**src/arc_pkg.sv**
```systemverilog
// Purpose: Constants for the audio routing control register bank
// Assumes: 32-bit registers addressed by 8-bit subaddress
// Notes:   Offsets are the subaddresses of the control port
package arc_pkg;
	localparam int          ARC_DATA_W        = 32;
	localparam int          ARC_ADDR_W        = 8;
	localparam int          ARC_PC_W          = 12;
	localparam logic [7:0]  ARC_OFS_AMUX      = 8'h12;
	localparam logic [7:0]  ARC_OFS_TXCS      = 8'h16;
	localparam logic [7:0]  ARC_OFS_DITHER    = 8'h1D;
	localparam logic [7:0]  ARC_OFS_START     = 8'h1E;
	localparam logic [31:0] ARC_MASK_AMUX     = 32'h0F00_000F;
	localparam logic [31:0] ARC_MASK_TXCS     = 32'hFFFF_FF03;
	localparam logic [31:0] ARC_MASK_DITHER   = 32'h0000_0001;
	localparam logic [31:0] ARC_MASK_START    = 32'h0000_0FFF;
	localparam logic [31:0] ARC_RST_AMUX      = 32'h0000_0000;
	localparam logic [31:0] ARC_RST_TXCS      = 32'h0000_0000;
	localparam logic [31:0] ARC_RST_DITHER    = 32'h0000_0000;
	localparam logic [31:0] ARC_RST_START     = 32'h0000_0000;
	localparam int          ARC_AMUX_HI_LSB   = 24;
	localparam int          ARC_AMUX_LO_LSB   = 0;
	localparam logic [3:0]  ARC_SEL_MUTE      = 4'h0;
	localparam logic [3:0]  ARC_SEL_LAST_LINE = 4'hA;
	localparam logic [3:0]  ARC_SEL_DAC       = 4'hB;
	localparam int          ARC_LINES         = 10;
	localparam int          ARC_COPY_BIT      = 31;
	localparam int          ARC_EMPH_BIT      = 30;
	localparam int          ARC_CLK_ACC_LSB   = 28;
	localparam int          ARC_WLEN_LSB      = 24;
	localparam int          ARC_RATE_LSB      = 22;
	localparam int          ARC_LVALID_BIT    = 21;
	localparam int          ARC_RVALID_BIT    = 20;
	localparam int          ARC_SRCN_LSB      = 16;
	localparam int          ARC_CAT_LSB       = 9;
	localparam int          ARC_GEN_BIT       = 8;
	localparam int          ARC_ROUTE_HI_BIT  = 1;
	localparam int          ARC_ROUTE_LO_BIT  = 0;
	localparam int          ARC_DITHER_BIT    = 0;
	localparam logic [11:0] ARC_PC_LAST       = 12'hCFF;
	typedef enum logic [1:0] {
		ARC_ROUTE_SERIAL2,
		ARC_ROUTE_TX,
		ARC_ROUTE_DIN
	} arc_route_type;
endpackage

```
**src/arc_input_decode.sv**
```systemverilog
// Purpose: Decode of one 4-bit analog input select field
// Assumes: Code 0 mute, 1..10 lines, 11 DAC, 12..15 reserved
// Notes:   Reserved codes select nothing, which leaves the path silent
`timescale 1ns/1ps
module arc_input_decode
	import arc_pkg::*;
(
	input  wire logic [3:0]           sel_code,
	output logic      [ARC_LINES-1:0] line_onehot,
	output logic                      mute,
	output logic                      dac_sel,
	output logic                      reserved
);
	genvar g;
	generate
		for (g = 0; g < ARC_LINES; g++) begin : g_line
			assign line_onehot[g] = (sel_code == 4'(g + 1));
		end
	endgenerate
	assign mute     = (sel_code == ARC_SEL_MUTE);
	assign dac_sel  = (sel_code == ARC_SEL_DAC);
	assign reserved = (sel_code > ARC_SEL_DAC);
endmodule

```
**src/arc_regs.sv**
```systemverilog
// Purpose: Audio routing control register bank with program restart pointer
// Assumes: Host write/read strobes are synchronous single-cycle requests
// Notes:   Read data is registered and valid the cycle after rd_en
`timescale 1ns/1ps
module arc_regs
	import arc_pkg::*;
#(
	parameter int PC_W = ARC_PC_W
)
(
	input  wire logic                    core_clk,
	input  wire logic                    reset,
	input  wire logic                    wr_en,
	input  wire logic                    rd_en,
	input  wire logic [ARC_ADDR_W-1:0]   addr,
	input  wire logic [ARC_DATA_W-1:0]   wr_data,
	output logic      [ARC_DATA_W-1:0]   rd_data,
	output logic                         rd_valid,
	input  wire logic                    sample_start,
	input  wire logic                    step,
	output logic      [PC_W-1:0]         dsp_pc,
	output logic      [ARC_LINES-1:0]    hi_line_sel,
	output logic                         hi_mute,
	output logic                         hi_dac_sel,
	output logic      [ARC_LINES-1:0]    lo_line_sel,
	output logic                         lo_mute,
	output logic                         lo_dac_sel,
	output logic                         copy_permit,
	output logic                         emphasis_flag,
	output logic      [1:0]              clock_accuracy_field,
	output logic      [3:0]              sample_length_field,
	output logic      [1:0]              sample_rate_field,
	output logic                         left_valid_flag,
	output logic                         right_valid_flag,
	output logic      [3:0]              source_number_field,
	output logic      [6:0]              category_code,
	output logic                         generation_flag,
	output logic                         route_sel_hi,
	output logic                         route_sel_lo,
	output arc_route_type                route_mode,
	output logic                         dither_on
);
	////////////////////////////////////////////////////////////////////////////
	logic [ARC_DATA_W-1:0] amux_r;
	logic [ARC_DATA_W-1:0] txcs_r;
	logic [ARC_DATA_W-1:0] dith_r;
	logic [ARC_DATA_W-1:0] start_r;
	logic [ARC_DATA_W-1:0] rd_data_r;
	logic [ARC_DATA_W-1:0] rd_data_nxt;
	logic                  rd_valid_r;
	logic [PC_W-1:0]       pc_r;
	logic [PC_W-1:0]       pc_nxt;
	wire                   hit_amux;
	wire                   hit_txcs;
	wire                   hit_dith;
	wire                   hit_start;
	wire                   hi_rsv;
	wire                   lo_rsv;

	assign hit_amux  = (addr == ARC_OFS_AMUX);
	assign hit_txcs  = (addr == ARC_OFS_TXCS);
	assign hit_dith  = (addr == ARC_OFS_DITHER);
	assign hit_start = (addr == ARC_OFS_START);

	// Masking on write keeps unused bits at zero so reads need no second mask
	always_ff @(posedge core_clk) begin
		if (reset) begin
			amux_r  <= ARC_RST_AMUX;
			txcs_r  <= ARC_RST_TXCS;
			dith_r  <= ARC_RST_DITHER;
			start_r <= ARC_RST_START;
		end else if (wr_en) begin
			if (hit_amux)
				amux_r <= wr_data & ARC_MASK_AMUX;
			if (hit_txcs)
				txcs_r <= wr_data & ARC_MASK_TXCS;
			if (hit_dith)
				dith_r <= wr_data & ARC_MASK_DITHER;
			if (hit_start)
				start_r <= wr_data & ARC_MASK_START;
		end
	end

	////////////////////////////////////////////////////////////////////////////
	// Unmapped subaddresses read as zero
	assign rd_data_nxt = hit_amux  ? amux_r  :
	                     hit_txcs  ? txcs_r  :
	                     hit_dith  ? dith_r  :
	                     hit_start ? start_r : '0;

	always_ff @(posedge core_clk) begin
		if (reset) begin
			rd_data_r  <= '0;
			rd_valid_r <= 1'b0;
		end else begin
			rd_valid_r <= rd_en;
			if (rd_en)
				rd_data_r <= rd_data_nxt;
		end
	end
	assign rd_data  = rd_data_r;
	assign rd_valid = rd_valid_r;

	////////////////////////////////////////////////////////////////////////////
	arc_input_decode u_dec_hi (
		.sel_code    (amux_r[ARC_AMUX_HI_LSB +: 4]),
		.line_onehot (hi_line_sel),
		.mute        (hi_mute),
		.dac_sel     (hi_dac_sel),
		.reserved    (hi_rsv)
	);
	arc_input_decode u_dec_lo (
		.sel_code    (amux_r[ARC_AMUX_LO_LSB +: 4]),
		.line_onehot (lo_line_sel),
		.mute        (lo_mute),
		.dac_sel     (lo_dac_sel),
		.reserved    (lo_rsv)
	);

	// Each code lands on exactly one of line, mute, DAC or reserved
	property p_hi_onehot;
		@(posedge core_clk) disable iff (reset)
		$onehot({hi_rsv, hi_dac_sel, hi_mute, hi_line_sel});
	endproperty
	a_hi_onehot: assert property (p_hi_onehot) else $error("high select clash");

	property p_lo_onehot;
		@(posedge core_clk) disable iff (reset)
		$onehot({lo_rsv, lo_dac_sel, lo_mute, lo_line_sel});
	endproperty
	a_lo_onehot: assert property (p_lo_onehot) else $error("low select clash");

	////////////////////////////////////////////////////////////////////////////
	assign copy_permit          = txcs_r[ARC_COPY_BIT];
	assign emphasis_flag        = txcs_r[ARC_EMPH_BIT];
	assign clock_accuracy_field = txcs_r[ARC_CLK_ACC_LSB +: 2];
	assign sample_length_field  = txcs_r[ARC_WLEN_LSB +: 4];
	// Bit 23 is b24, bit 22 is b25
	assign sample_rate_field    = txcs_r[ARC_RATE_LSB +: 2];
	assign left_valid_flag      = txcs_r[ARC_LVALID_BIT];
	assign right_valid_flag     = txcs_r[ARC_RVALID_BIT];
	assign source_number_field  = txcs_r[ARC_SRCN_LSB +: 4];
	// Bit 15 is b8 down to bit 9 as b14
	assign category_code        = txcs_r[ARC_CAT_LSB +: 7];
	assign generation_flag      = txcs_r[ARC_GEN_BIT];
	assign route_sel_hi         = txcs_r[ARC_ROUTE_HI_BIT];
	assign route_sel_lo         = txcs_r[ARC_ROUTE_LO_BIT];
	assign route_mode           = route_sel_hi ? ARC_ROUTE_DIN :
	                              route_sel_lo ? ARC_ROUTE_TX  : ARC_ROUTE_SERIAL2;
	assign dither_on            = dith_r[ARC_DITHER_BIT];

	////////////////////////////////////////////////////////////////////////////
	// Restart beats step so every period begins at the programmed address.
	// The host keeps the address in range; nothing here clamps it.
	assign pc_nxt = sample_start ? start_r[PC_W-1:0] :
	                step         ? PC_W'(pc_r + 1'b1) : pc_r;

	always_ff @(posedge core_clk) begin
		if (reset)
			pc_r <= '0;
		else
			pc_r <= pc_nxt;
	end
	assign dsp_pc = pc_r;

	////////////////////////////////////////////////////////////////////////////
	property p_pc_load;
		@(posedge core_clk) disable iff (reset)
		sample_start |=> (dsp_pc == $past(start_r[PC_W-1:0]));
	endproperty
	a_pc_load: assert property (p_pc_load) else $error("pc not loaded");

	property p_pc_step;
		@(posedge core_clk) disable iff (reset)
		(!sample_start && step) |=> (dsp_pc == PC_W'($past(dsp_pc) + 1'b1));
	endproperty
	a_pc_step: assert property (p_pc_step) else $error("pc did not advance");

	property p_unused_zero;
		@(posedge core_clk) disable iff (reset)
		((amux_r & ~ARC_MASK_AMUX) == '0) && ((txcs_r & ~ARC_MASK_TXCS) == '0) &&
		((dith_r & ~ARC_MASK_DITHER) == '0) && ((start_r & ~ARC_MASK_START) == '0);
	endproperty
	a_unused_zero: assert property (p_unused_zero) else $error("unused bit set");

	property p_hi_sel;
		@(posedge core_clk) disable iff (reset)
		(wr_en && hit_amux && wr_data[27:24] == 4'h1) |=> hi_line_sel[0] && !hi_mute;
	endproperty
	a_hi_sel: assert property (p_hi_sel) else $error("high select line 1 wrong");

	property p_lo_mute;
		@(posedge core_clk) disable iff (reset)
		(wr_en && hit_amux && wr_data[3:0] == ARC_SEL_MUTE) |=> lo_mute && (lo_line_sel == '0);
	endproperty
	a_lo_mute: assert property (p_lo_mute) else $error("low select not muted");

	property p_lo_dac;
		@(posedge core_clk) disable iff (reset)
		(wr_en && hit_amux && wr_data[3:0] == ARC_SEL_DAC) |=> lo_dac_sel && !lo_rsv;
	endproperty
	a_lo_dac: assert property (p_lo_dac) else $error("low DAC path not selected");

	property p_copy;
		@(posedge core_clk) disable iff (reset)
		(wr_en && hit_txcs) |=> (copy_permit == $past(wr_data[31])) &&
		                        (emphasis_flag == $past(wr_data[30]));
	endproperty
	a_copy: assert property (p_copy) else $error("copy or emphasis wrong");

	property p_cs_len;
		@(posedge core_clk) disable iff (reset)
		(wr_en && hit_txcs) |=> (sample_length_field == $past(wr_data[27:24])) &&
		  (sample_rate_field == $past(wr_data[23:22]));
	endproperty
	a_cs_len: assert property (p_cs_len) else $error("cs length wrong");

	property p_cs_val;
		@(posedge core_clk) disable iff (reset)
		(wr_en && hit_txcs) |=> (left_valid_flag == $past(wr_data[21])) &&
		  (right_valid_flag == $past(wr_data[20])) &&
		  (source_number_field == $past(wr_data[19:16]));
	endproperty
	a_cs_val: assert property (p_cs_val) else $error("cs valid wrong");

	property p_cs_cat;
		@(posedge core_clk) disable iff (reset)
		(wr_en && hit_txcs) |=> (category_code == $past(wr_data[15:9])) &&
		  (generation_flag == $past(wr_data[8]));
	endproperty
	a_cs_cat: assert property (p_cs_cat) else $error("cs category wrong");

	property p_route;
		@(posedge core_clk) disable iff (reset)
		(wr_en && hit_txcs && wr_data[1:0] == 2'h1) |=> (route_mode == ARC_ROUTE_TX);
	endproperty
	a_route: assert property (p_route) else $error("route not transmitter");

	property p_route_din;
		@(posedge core_clk) disable iff (reset)
		route_sel_hi |-> (route_mode == ARC_ROUTE_DIN);
	endproperty
	a_route_din: assert property (p_route_din) else $error("route not input");

	property p_dither;
		@(posedge core_clk) disable iff (reset)
		// A back-to-back write may legally change the enable again
		(wr_en && hit_dith) |=> (dither_on == $past(wr_data[0])) ##1
		  ($past(wr_en && hit_dith) || (dither_on == $past(dither_on)));
	endproperty
	a_dither: assert property (p_dither) else $error("dither enable wrong");

	property p_read;
		@(posedge core_clk) disable iff (reset)
		(rd_en && !wr_en && hit_start) |=> rd_valid && (rd_data == $past(start_r));
	endproperty
	a_read: assert property (p_read) else $error("read data wrong");

	c_restart: cover property (@(posedge core_clk) disable iff (reset) step ##1 sample_start);
	c_din:     cover property (@(posedge core_clk) disable iff (reset) route_mode == ARC_ROUTE_DIN);
	c_hi_rsv:  cover property (@(posedge core_clk) disable iff (reset) hi_rsv);
	c_dither:  cover property (@(posedge core_clk) disable iff (reset) $rose(dither_on));
endmodule

```
**config.mk**
```make
export PLATFORM = sky130hd
export DESIGN_NAME = arc_regs
export DESIGN_NICKNAME = d
export VERILOG_FILES = /design/src/arc_pkg.sv /design/src/arc_input_decode.sv /design/src/arc_regs.sv
export SDC_FILE = /design/constraint.sdc
export NUM_CORES = 1
export LEC_CHECK = 0
export ABC_AREA = 1
export BUFFER_PORTS_ARGS = -buffer_cell sky130_fd_sc_hd__buf_2
export CAP_MARGIN = 15
export CORE_ASPECT_RATIO = 0.75
export CORE_MARGIN = 2
export CORE_UTILIZATION = 33
export CTS_CLUSTER_SIZE = 8
export DETAILED_ROUTE_END_ITERATION = 10
export GPL_ROUTABILITY_DRIVEN = 0
export GPL_TIMING_DRIVEN = 0
export MAX_ROUTING_LAYER = met4
export PLACE_DENSITY = 0.54
export SKIP_CTS_REPAIR_TIMING = 1
export SYNTH_ARGS = -nofsm -noshare
export SYNTH_HDL_FRONTEND = slang
export SYNTH_SLANG_ARGS = --single-unit
export TNS_END_PERCENT = 10
```
**constraint.sdc**
```tcl
create_clock -name core_clk -period 1.75 [get_ports core_clk]
set_input_delay 0.2625 -clock core_clk [delete_from_list [all_inputs] [get_ports core_clk]]
set_output_delay 0.2625 -clock core_clk [all_outputs]
set_load 0.02 [all_outputs]
```
==> results of run 1 <==
==> Yosys cell counts, drive strengths merged, types with 4 or more instances <==
| library cell | instances | area share |
|---|---|---|
| a21oi | 80 | 0.10 |
| a22oi | 7 | 0.013 |
| buf | 9 | 0.013 |
| clkbuf | 16 | 0.015 |
| dfxtp | 92 | 0.47 |
| inv | 72 | 0.069 |
| nand2 | 93 | 0.091 |
| nand3 | 24 | 0.033 |
| nor2 | 57 | 0.063 |
| o21ai | 67 | 0.085 |
| xor2 | 4 | 0.0089 |
==> metal layers <==
layer / track usage / vias to the layer above
met5: - / -
met4: 0.0645 / 0
met3: 0.0418 / 12
met2: 0.285 / 123
met1: 0.281 / 1875
li1: - / 2059
==> critical path, cell delays in order (launching register included) <==
cell and delay (ps):
dfxtp_1 330, inv_1 130, nand2_1 120, nor2_1 130
buf_2 170
==> power groups by stage <==
stage               sequential (W)  combinational, W  clock [W]
finish                     0.00212          0.000268    0.00208
global route               0.00212          0.000297    0.00221
CTS                        0.00212          0.000269    0.00212
detailed placement         0.00217          0.000268          0
global placement           0.00217          0.000266          0
floorplan                  0.00218          0.000122          0
==> registers in the layout, summed over array words and instances, names as in the netlist <==
name      count
start_r      12
rd_valid      1
dsp_pc       12
dith_r        1
amux_r        8
txcs_r       26
rd_data      32
==> worst max-delay path by stage <==
stage / to
final: lo_line_sel[4]
after global placement: txcs_r[25]
after global routing: dsp_pc[10]
after floorplan: dsp_pc[10]
after CTS: dsp_pc[10]
after detailed placement: start_r[4]
==> cell type report <==
cell class / count / area (um^2) / area share
tap: 162 / 203 / 0.0392
inverter: 73 / 274 / 0.0531
multi-input combinational: 349 / 1700 / 0.330
buffer: 25 / 113 / 0.0218
sequential: 92 / 1840 / 0.357
timing repair buffer: 142 / 711 / 0.138
antenna: 1 / 2.50 / 0.000484
clock buffer: 11 / 243 / 0.0470
clock inverter: 5 / 75.1 / 0.0145
==> layout by cell type, fill, tap and decap left out, types with 2 or more instances in the layout <==
| cell | instances |
|---|---|
| inv_2 | 3 |
| nand3_2 | 2 |
| clkinv_2 | 3 |
| xnor2_1 | 2 |
| o21ai_1 | 7 |
| inv_1 | 69 |
| nand3_1 | 22 |
| buf_2 | 148 |
| dfxtp_1 | 92 |
| nor2_2 | 2 |
| a22oi_1 | 7 |
| o21ai_0 | 60 |
| nand4_1 | 3 |
| nand2_1 | 91 |
| nor2_4 | 2 |
| clkbuf_16 | 9 |
| nor2_1 | 52 |
| clkbuf_1 | 17 |
| a21oi_1 | 80 |
| xor2_1 | 4 |
| bufinv_16 | 2 |
| o211ai_1 | 2 |
| o31ai_1 | 3 |
==> through the flow <==
stage | utilization | cell area (um^2) | TNS (ps)
finish | 0.445 | 5160 | 0
global route | 0.445 | 5160 | 0
floorplan | - | 3930 | 0
CTS | 0.444 | 5160 | 0
detailed placement | 0.417 | 4840 | -6.94
global placement | 0.417 | 4840 | 0
==> logic make-up (layout without fill, tap and decap cells) <==
logic type	after synthesis	count (layout)
fa+ha+maj	1	1
xor+xnor	6	6
compound gates	162	162
buf+inv	98	256
flops	92	92
simple gates	180	180
other cells	0	1
==> results.json, run 1 <==
{
  "postRouteAntennaNets": 0,
  "fp.dieW_um": 130,
  "clock_sink_count": 92,
  "slew_headroom": 0.546,
  "peakVddDrop_mv": 0.443,
  "clockPowerShare": 0.465,
  "ys_ff_latch": 92,
  "synthFlopType": "dfxtp_1",
  "fillCellCount": 1233,
  "ys_seq_area_frac": 0.469,
  "wl_met2_mm": 5.37,
  "grt_max_degree": 15,
  "setup_viol": 0,
  "seqPwrFrac": 0.475,
  "area_delta_synth_final_pct": 31.5,
  "reg2reg_from": "dsp_pc[0]",
  "synth.mux.area_fraction": 0,
  "rsz0062_at_grt": "no",
  "arrival_ps": 1210,
  "r2r_cells": 7,
  "grt_pass1_vias": 3773,
  "viasPerCell": 4.73,
  "cap_violations": 0,
  "clock.fmax_mhz": 678,
  "fin_crit_sh": 0.842,
  "status": "finished, final reports clean",
  "fin_nets": 739,
  "hold_viol": 0,
  "r2r-end": "dsp_pc[10]",
  "synth_cells": 539,
  "syn_area_um2": 3930,
  "avgSynthCellArea_um2": 7.29,
  "yosys.area_share.simple": 0.200,
  "detail_route.drc_violations": 0,
  "min_to": "txcs_r[12]",
  "fp.dieH_um": 98.5,
  "worst_setup_path_start_kind": "flip-flop",
  "crit_type": "flip-flop to primary output",
  "core_um2": 11600,
  "synth_cell_types": 34,
  "dp_slack_ps": -6.18,
  "top_layer": "met4",
  "cts_buffers": 9,
  "synthAdderAreaFrac": 0.00318,
  "port-buffer-count": 142,
  "rrSetupSlack_ps": 280,
  "synthXorXnorAreaFrac": 0.0134,
  "overflow": 0,
  "internal_power_w": 0.00348,
  "drive_gt1_frac": 0.257,
  "hpwl_mm": 9.50,
  "grt_pass1_wl_mm": 19.4,
  "cts-root-buf": "clkbuf_16",
  "rows": 34,
  "hold_path_class": "primary input to flip-flop",
  "antenna_found_initial": 1,
  "cp.required_ps": 1490,
  "p_switching_w": 0.000988,
  "gr-usage-all-layers": 0.199,
  "via_count": 4069,
  "drtPass1Iterations": 4,
  "yosysWarnings": 0,
  "async_reset_ff_frac": 0,
  "cts.clk_slew.worst_paths_ps": 60,
  "synth_compound_gate_area_share": 0.216,
  "p_comb_frac": 0.060,
  "syn_nets": 586,
  "place_inst": 843,
  "fin_crit_ps": 1470,
  "holdWs_ps": 199,
  "swShare": 0.221,
  "cts_tree": "built",
  "setup_slack_ps": 276,
  "min_from": "wr_data[12]",
  "leakage_nw": 2.29,
  "synth_top_family_by_area": "compound AO/OA/AOI/OAI gates",
  "end_kind": "primary output",
  "finClkSkew_ps": 3.64,
  "met3_length_um": 706,
  "htreeDepth": 3,
  "tightest_slew_ps": 678,
  "ios": 144,
  "insertion_delay_ps": 340,
  "drt_iter0_drc": 279,
  "powerDensity_nw_per_um2": 865,
  "clk_path_buf_depth": 2,
  "die_area_um2": 12800,
  "startpoint": "amux_r[1]",
  "stdcell_count": 860,
  "wirelength_mm": 12.3,
  "whs_path_depth": 3,
  "finalPower_w": 0.00447,
  "slew_viol_final": 0,
  "crit_path_max_fanout": 4,
  "initial_utilization": 0.338,
  "met1_length_mm": 6.04,
  "synth_edf_count": 0,
  "wl_per_cell_um": 14.3
}
Note: power is estimated with default switching activity, not from simulation.
==> run 2: changes to the inputs <==
--- a/config.mk
+++ b/config.mk
@@ -5,7 +5,7 @@
 export SDC_FILE = /design/constraint.sdc
 export NUM_CORES = 1
 export LEC_CHECK = 0
-export ABC_AREA = 1
+export ABC_AREA = 0
 export BUFFER_PORTS_ARGS = -buffer_cell sky130_fd_sc_hd__buf_2
 export CAP_MARGIN = 15
 export CORE_ASPECT_RATIO = 0.75
==> constraint.sdc (replaced) <==
create_clock -name core_clk -period 1.5 [get_ports core_clk]
set_input_delay 0.225 -clock core_clk [delete_from_list [all_inputs] [get_ports core_clk]]
set_output_delay 0.225 -clock core_clk [all_outputs]
set_load 0.02 [all_outputs]
==> results.json, run 2 <==
{
  "grt_max_degree": 14,
  "synth.most_common_cell": "dfxtp_1",
  "place_inst": 778,
  "mostFrequentLayoutCells": "140 x buf_2, 84 x dfxtp_1, 81 x nand2_1",
  "yosysWarnings": 0,
  "htreeDepth": 3,
  "worst_setup_path_start_kind": "flip-flop",
  "antenna_found_initial": 0,
  "yosys-top-cells-count": "92 x dfxtp_1, 81 x nand2_1, 67 x a21oi_1",
  "synthAdderAreaFrac": 0.00316,
  "hpwl_mm": 9.03,
  "powerDensity_nw_per_um2": 966,
  "fp.dieW_um": 130,
  "tightest_slew_ps": 617,
  "port-buffer-count": 141,
  "end_kind": "flip-flop",
  "viasPerCell": 4.86,
  "stdcell_area_um2": 5260,
  "clock.fmax_mhz": 664,
  "hold_path_class": "primary input to flip-flop",
  "peakVddDrop_mv": 0.591,
  "fp.dieH_um": 98.8,
  "synthTopCellsByArea": "dfxtp_1 47%, a21oi_1 8.5%, nand2_1 7.7%",
  "grt_pass1_wl_mm": 18.9,
  "place_area_um2": 4860,
  "avgSynthCellArea_um2": 8.33,
  "synth.mux.area_fraction": 0.0468,
  "async_reset_ff_frac": 0,
  "n_antenna_cell": 0,
  "cts_tree": "built",
  "arrival_ps": 1760,
  "clk_path_buf_depth": 2,
  "insertion_delay_ps": 350,
  "drive_gt1_frac": 0.321,
  "cts-root-buf": "clkbuf_16",
  "drt_iter0_drc": 114,
  "rows": 34,
  "cap_violations": 0,
  "detail_route.drc_violations": 0,
  "synth_top_cell_area_share": 0.466,
  "ys_seq_area_frac": 0.466,
  "setup_slack_ps": -6.86,
  "fin_crit_ps": 1510,
  "yosys.area_share.simple": 0.285,
  "overflow": 0,
  "synthXorXnorAreaFrac": 0.0199,
  "gr-usage-all-layers": 0.195,
  "syn_area_um2": 3960,
  "dp_slack_ps": -499,
  "synth_edf_count": 0,
  "stdcell_count": 791,
  "cts.clk_slew.worst_paths_ps": 60,
  "largest_register_ffs": 32,
  "crit_path_max_fanout": 7,
  "synth_cell_types": 44,
  "hold_viol": 0,
  "fin_nets": 672,
  "synth.largest_area_cell": "dfxtp_1",
  "wirelength_mm": 12.2,
  "finClkSkew_ps": 5.70,
  "slew_viol_final": 0,
  "postRouteAntennaNets": 0,
  "ys_ff_latch": 92,
  "drtPass1Iterations": 4,
  "grt_pass1_vias": 3635,
  "slew_headroom": 0.589,
  "status": "finished, violations left",
  "syn_nets": 522,
  "cp.required_ps": 1750,
  "initial_utilization": 0.339,
  "die_area_um2": 12900,
  "synth_top_family_by_area": "simple AND/OR/NAND/NOR gates",
  "synth_compound_gate_area_share": 0.130,
  "rsz0062_at_grt": "yes",
  "via_count": 3847,
  "setup_viol": 1,
  "clock_sink_count": 92,
  "violations": "setup timing",
  "fin_crit_sh": 1.00,
  "core_um2": 11700,
  "final_common_cell": "buf_2",
  "synthFlopType": "dfxtp_1",
  "area_delta_synth_final_pct": 32.9,
  "leakage_nw": 2.30,
  "cts_buffers": 9,
  "synth_cells": 475,
  "ios": 144,
  "crit_type": "flip-flop to flip-flop",
  "wl_per_cell_um": 15.5
}
[run 2: cell families (layout without fill, tap and decap cells)]
family	count (synthesis)	in the layout
AND/OR/NAND/NOR	231	231
flip-flops	92	92
AO/OA/AOI/OAI	87	87
buffers and inverters	37	191
multiplexers	18	18
XOR/XNOR	9	9
adder cells (fa/ha/maj)	1	1
[run 2: power by group]
part	leakage [nW]	switching, W	total (W)	internal, W
registers	0.748	0.0000148	0.00246	0.00245
logic	1.41	0.000178	0.000277	0.0000986
clock network	0.149	0.000918	0.00234	0.00142
total	2.30	0.00111	0.00508	0.00397
[run 2: metal layers]
metal,global-route usage,part of all wire
met5,-,0
met2,0.290,0.43
met4,0.0450,0.0062
met1,0.263,0.49
met3,0.0570,0.071
[run 2: worst paths after layout]
path	start	to	slack [ps]	cells past startpoint
worst max-delay path	dsp_pc[2]	dsp_pc[6]	-7	3
worst min-delay path	wr_data[28]	txcs_r[28]	120	3
worst max register to register	dsp_pc[2]	dsp_pc[6]	-7	3
worst min register to register	rd_data[5]	rd_data[5]	470	2
[run 2: critical path, cell delays in order, from the launching register on]
cell and delay [ps]:
dfxtp_1 440, nand4_1 290, or3_1 420, a311oi_1 260
[run 2: cell type report]
class / instances / area, um^2
Buffer: 30 / 175
Clock buffer: 14 / 274
Clock inverter: 1 / 30.0
Fill cell: 1241 / 6400
Inverter: 3 / 11.3
Multi-Input combinational cell: 346 / 1970
Sequential cell: 92 / 1860
Tap cell: 162 / 203
Timing Repair Buffer: 143 / 728
[run 2: per-stage QoR]
stage | TNS, ps | hold WS [ps] | utilization | total power, W
3_3_place_gp | -26260 | 454 | 0.417 | 0.00280
2_1_floorplan | 0 | 365 | - | 0.00266
4_1_cts | -4790 | 113 | 0.443 | 0.00513
5_1_grt | -1140 | 125 | 0.451 | 0.00523
3_5_place_dp | -27550 | 460 | 0.417 | 0.00280
6_report | -6.86 | 123 | 0.451 | 0.00508
==> run 3: changes to the inputs <==
--- a/config.mk
+++ b/config.mk
@@ -11,6 +11,7 @@
 export CORE_ASPECT_RATIO = 0.75
 export CORE_MARGIN = 2
 export CORE_UTILIZATION = 33
+export CTS_BUF_LIST = sky130_fd_sc_hd__clkbuf_8
 export CTS_CLUSTER_SIZE = 8
 export DETAILED_ROUTE_END_ITERATION = 10
 export GPL_ROUTABILITY_DRIVEN = 0
==> results.json, run 3 (synthesis gave the netlist of run 2 again) <==
{
  "status": "finished, final reports clean",
  "drive_gt1_frac": 0.330,
  "crit_path_max_incr_delay_ps": 380,
  "slew_viol_final": 0,
  "viasPerCell": 4.81,
  "clk_path_buf_depth": 2,
  "htreeDepth": 3,
  "die_area_um2": 12900,
  "initial_utilization": 0.339,
  "drt_iter0_drc": 126,
  "crit_cells": 3,
  "seqPwrFrac": 0.552,
  "cts_buffers": 9,
  "cap_violations": 0,
  "postRouteAntennaNets": 0,
  "clock_sink_count": 92,
  "crit_path_max_fanout": 8,
  "antenna_found_initial": 0,
  "grt_pass1_vias": 3635,
  "whs_path_depth": 3,
  "leakage_nw": 2.29,
  "cpLargestDelayFamily": "flip-flops",
  "insertion_delay_ps": 370,
  "setup_slack_ps": 9.29,
  "place_inst": 778,
  "arrival_ps": 1270,
  "p_comb_frac": 0.062,
  "path_cells": "nand2b_1 -> nor3_1 -> buf_2",
  "via_count": 3824,
  "hold_path_class": "primary input to flip-flop",
  "r2r_cells": 4,
  "slowest_stage": "dfxtp_4",
  "gr-usage-all-layers": 0.194,
  "peakVddDrop_mv": 0.559,
  "area_delta_synth_final_pct": 31.5,
  "finClkSkew_ps": 11.0,
  "core_um2": 11700,
  "fp.dieW_um": 130,
  "internal_power_w": 0.00343,
  "hpwl_mm": 9.03,
  "setup_viol": 0,
  "crit_buf_inv": 1,
  "hold_viol": 0,
  "fin_crit_ps": 1490,
  "tightest_slew_ps": 602,
  "cts.clk_slew.worst_paths_ps": 90,
  "fp.dieH_um": 98.8,
  "clockPowerShare": 0.386,
  "n_antenna_cell": 0,
  "drtPass1Iterations": 4,
  "swShare": 0.230,
  "ios": 144,
  "finalPower_w": 0.00446,
  "powerDensity_nw_per_um2": 856,
  "mostFrequentLayoutCells": "137 x buf_2, 82 x dfxtp_1, 81 x nand2_1",
  "clock.fmax_mhz": 671,
  "rows": 34,
  "wl_per_cell_um": 15.3,
  "cp.required_ps": 1270,
  "end_kind": "primary output",
  "overflow": 0,
  "p_switching_w": 0.00103,
  "final_common_cell": "buf_2",
  "crit_type": "flip-flop to primary output",
  "grt_pass1_wl_mm": 18.8,
  "stdcell_count": 795,
  "fin_nets": 676,
  "detail_route.drc_violations": 0,
  "grt_max_degree": 14,
  "port-buffer-count": 141,
  "dp_slack_ps": -499,
  "cts_tree": "built",
  "cts-root-buf": "clkbuf_8",
  "worst_setup_path_start_kind": "flip-flop",
  "slew_headroom": 0.599,
  "fin_crit_sh": 0.994,
  "wirelength_mm": 12.2,
  "rsz0062_at_grt": "yes",
  "largest_register_ffs": 32
}
run 3: changes by cell type in the layout (fill, tap and decap cells not counted), sizes merged:
cell,delta
buf,+4
clkbuf,-2
inv,+2
run 3: power by group through the flow:
stage                     registers [W]  clock network, W  logic, W
final                           0.00246           0.00172  0.000278
after global routing            0.00246           0.00186  0.000302
after CTS                       0.00247           0.00177  0.000277
after detailed placement        0.00253                 0  0.000276
after global placement          0.00252                 0  0.000272
after floorplan                 0.00254                 0  0.000115
run 3: metal layers:
metal  share of wire  GRT usage  vias up
met5               0          -        -
met2            0.44      0.290      113
met1            0.49      0.262     1776
met3           0.066     0.0554        6
li1                -          -     1929
met4          0.0039     0.0426        0
run 3: worst min-delay path, stage by stage:
cell and delay (ps):
buf_2 100, nand2_1 50, a21oi_1 50
run 3: path summary, 6_finish.rpt:
path	from	to	slack (ps)
hold reg to reg	rd_data[5]	rd_data[5]	470
setup reg to reg	dsp_pc[2]	dsp_pc[6]	80
setup / recovery	amux_r[1]	lo_line_sel[0]	9
hold / removal	wr_data[6]	start_r[6]	100
run 3: final cells by class:
type                       instances  area [um^2]
clock buffer                      12          165
timing repair buffer             147          766
multi-input combinational        346         1980
sequential                        92         1870
buffer                            30          175
inverter                           3         11.3
fill                            1248         6450
tap                              162          203
clock inverter                     3         37.5
run 3: per-stage QoR:
step	area, um^2	TNS, ps	hold WS, ps	util
after floorplan	3960	0	365	-
after CTS	5070	-4720	78.1	0.435
final	5200	0	98.4	0.446
after global placement	4860	-26260	454	0.417
after global routing	5200	-498	89.7	0.446
after detailed placement	4860	-27550	460	0.417
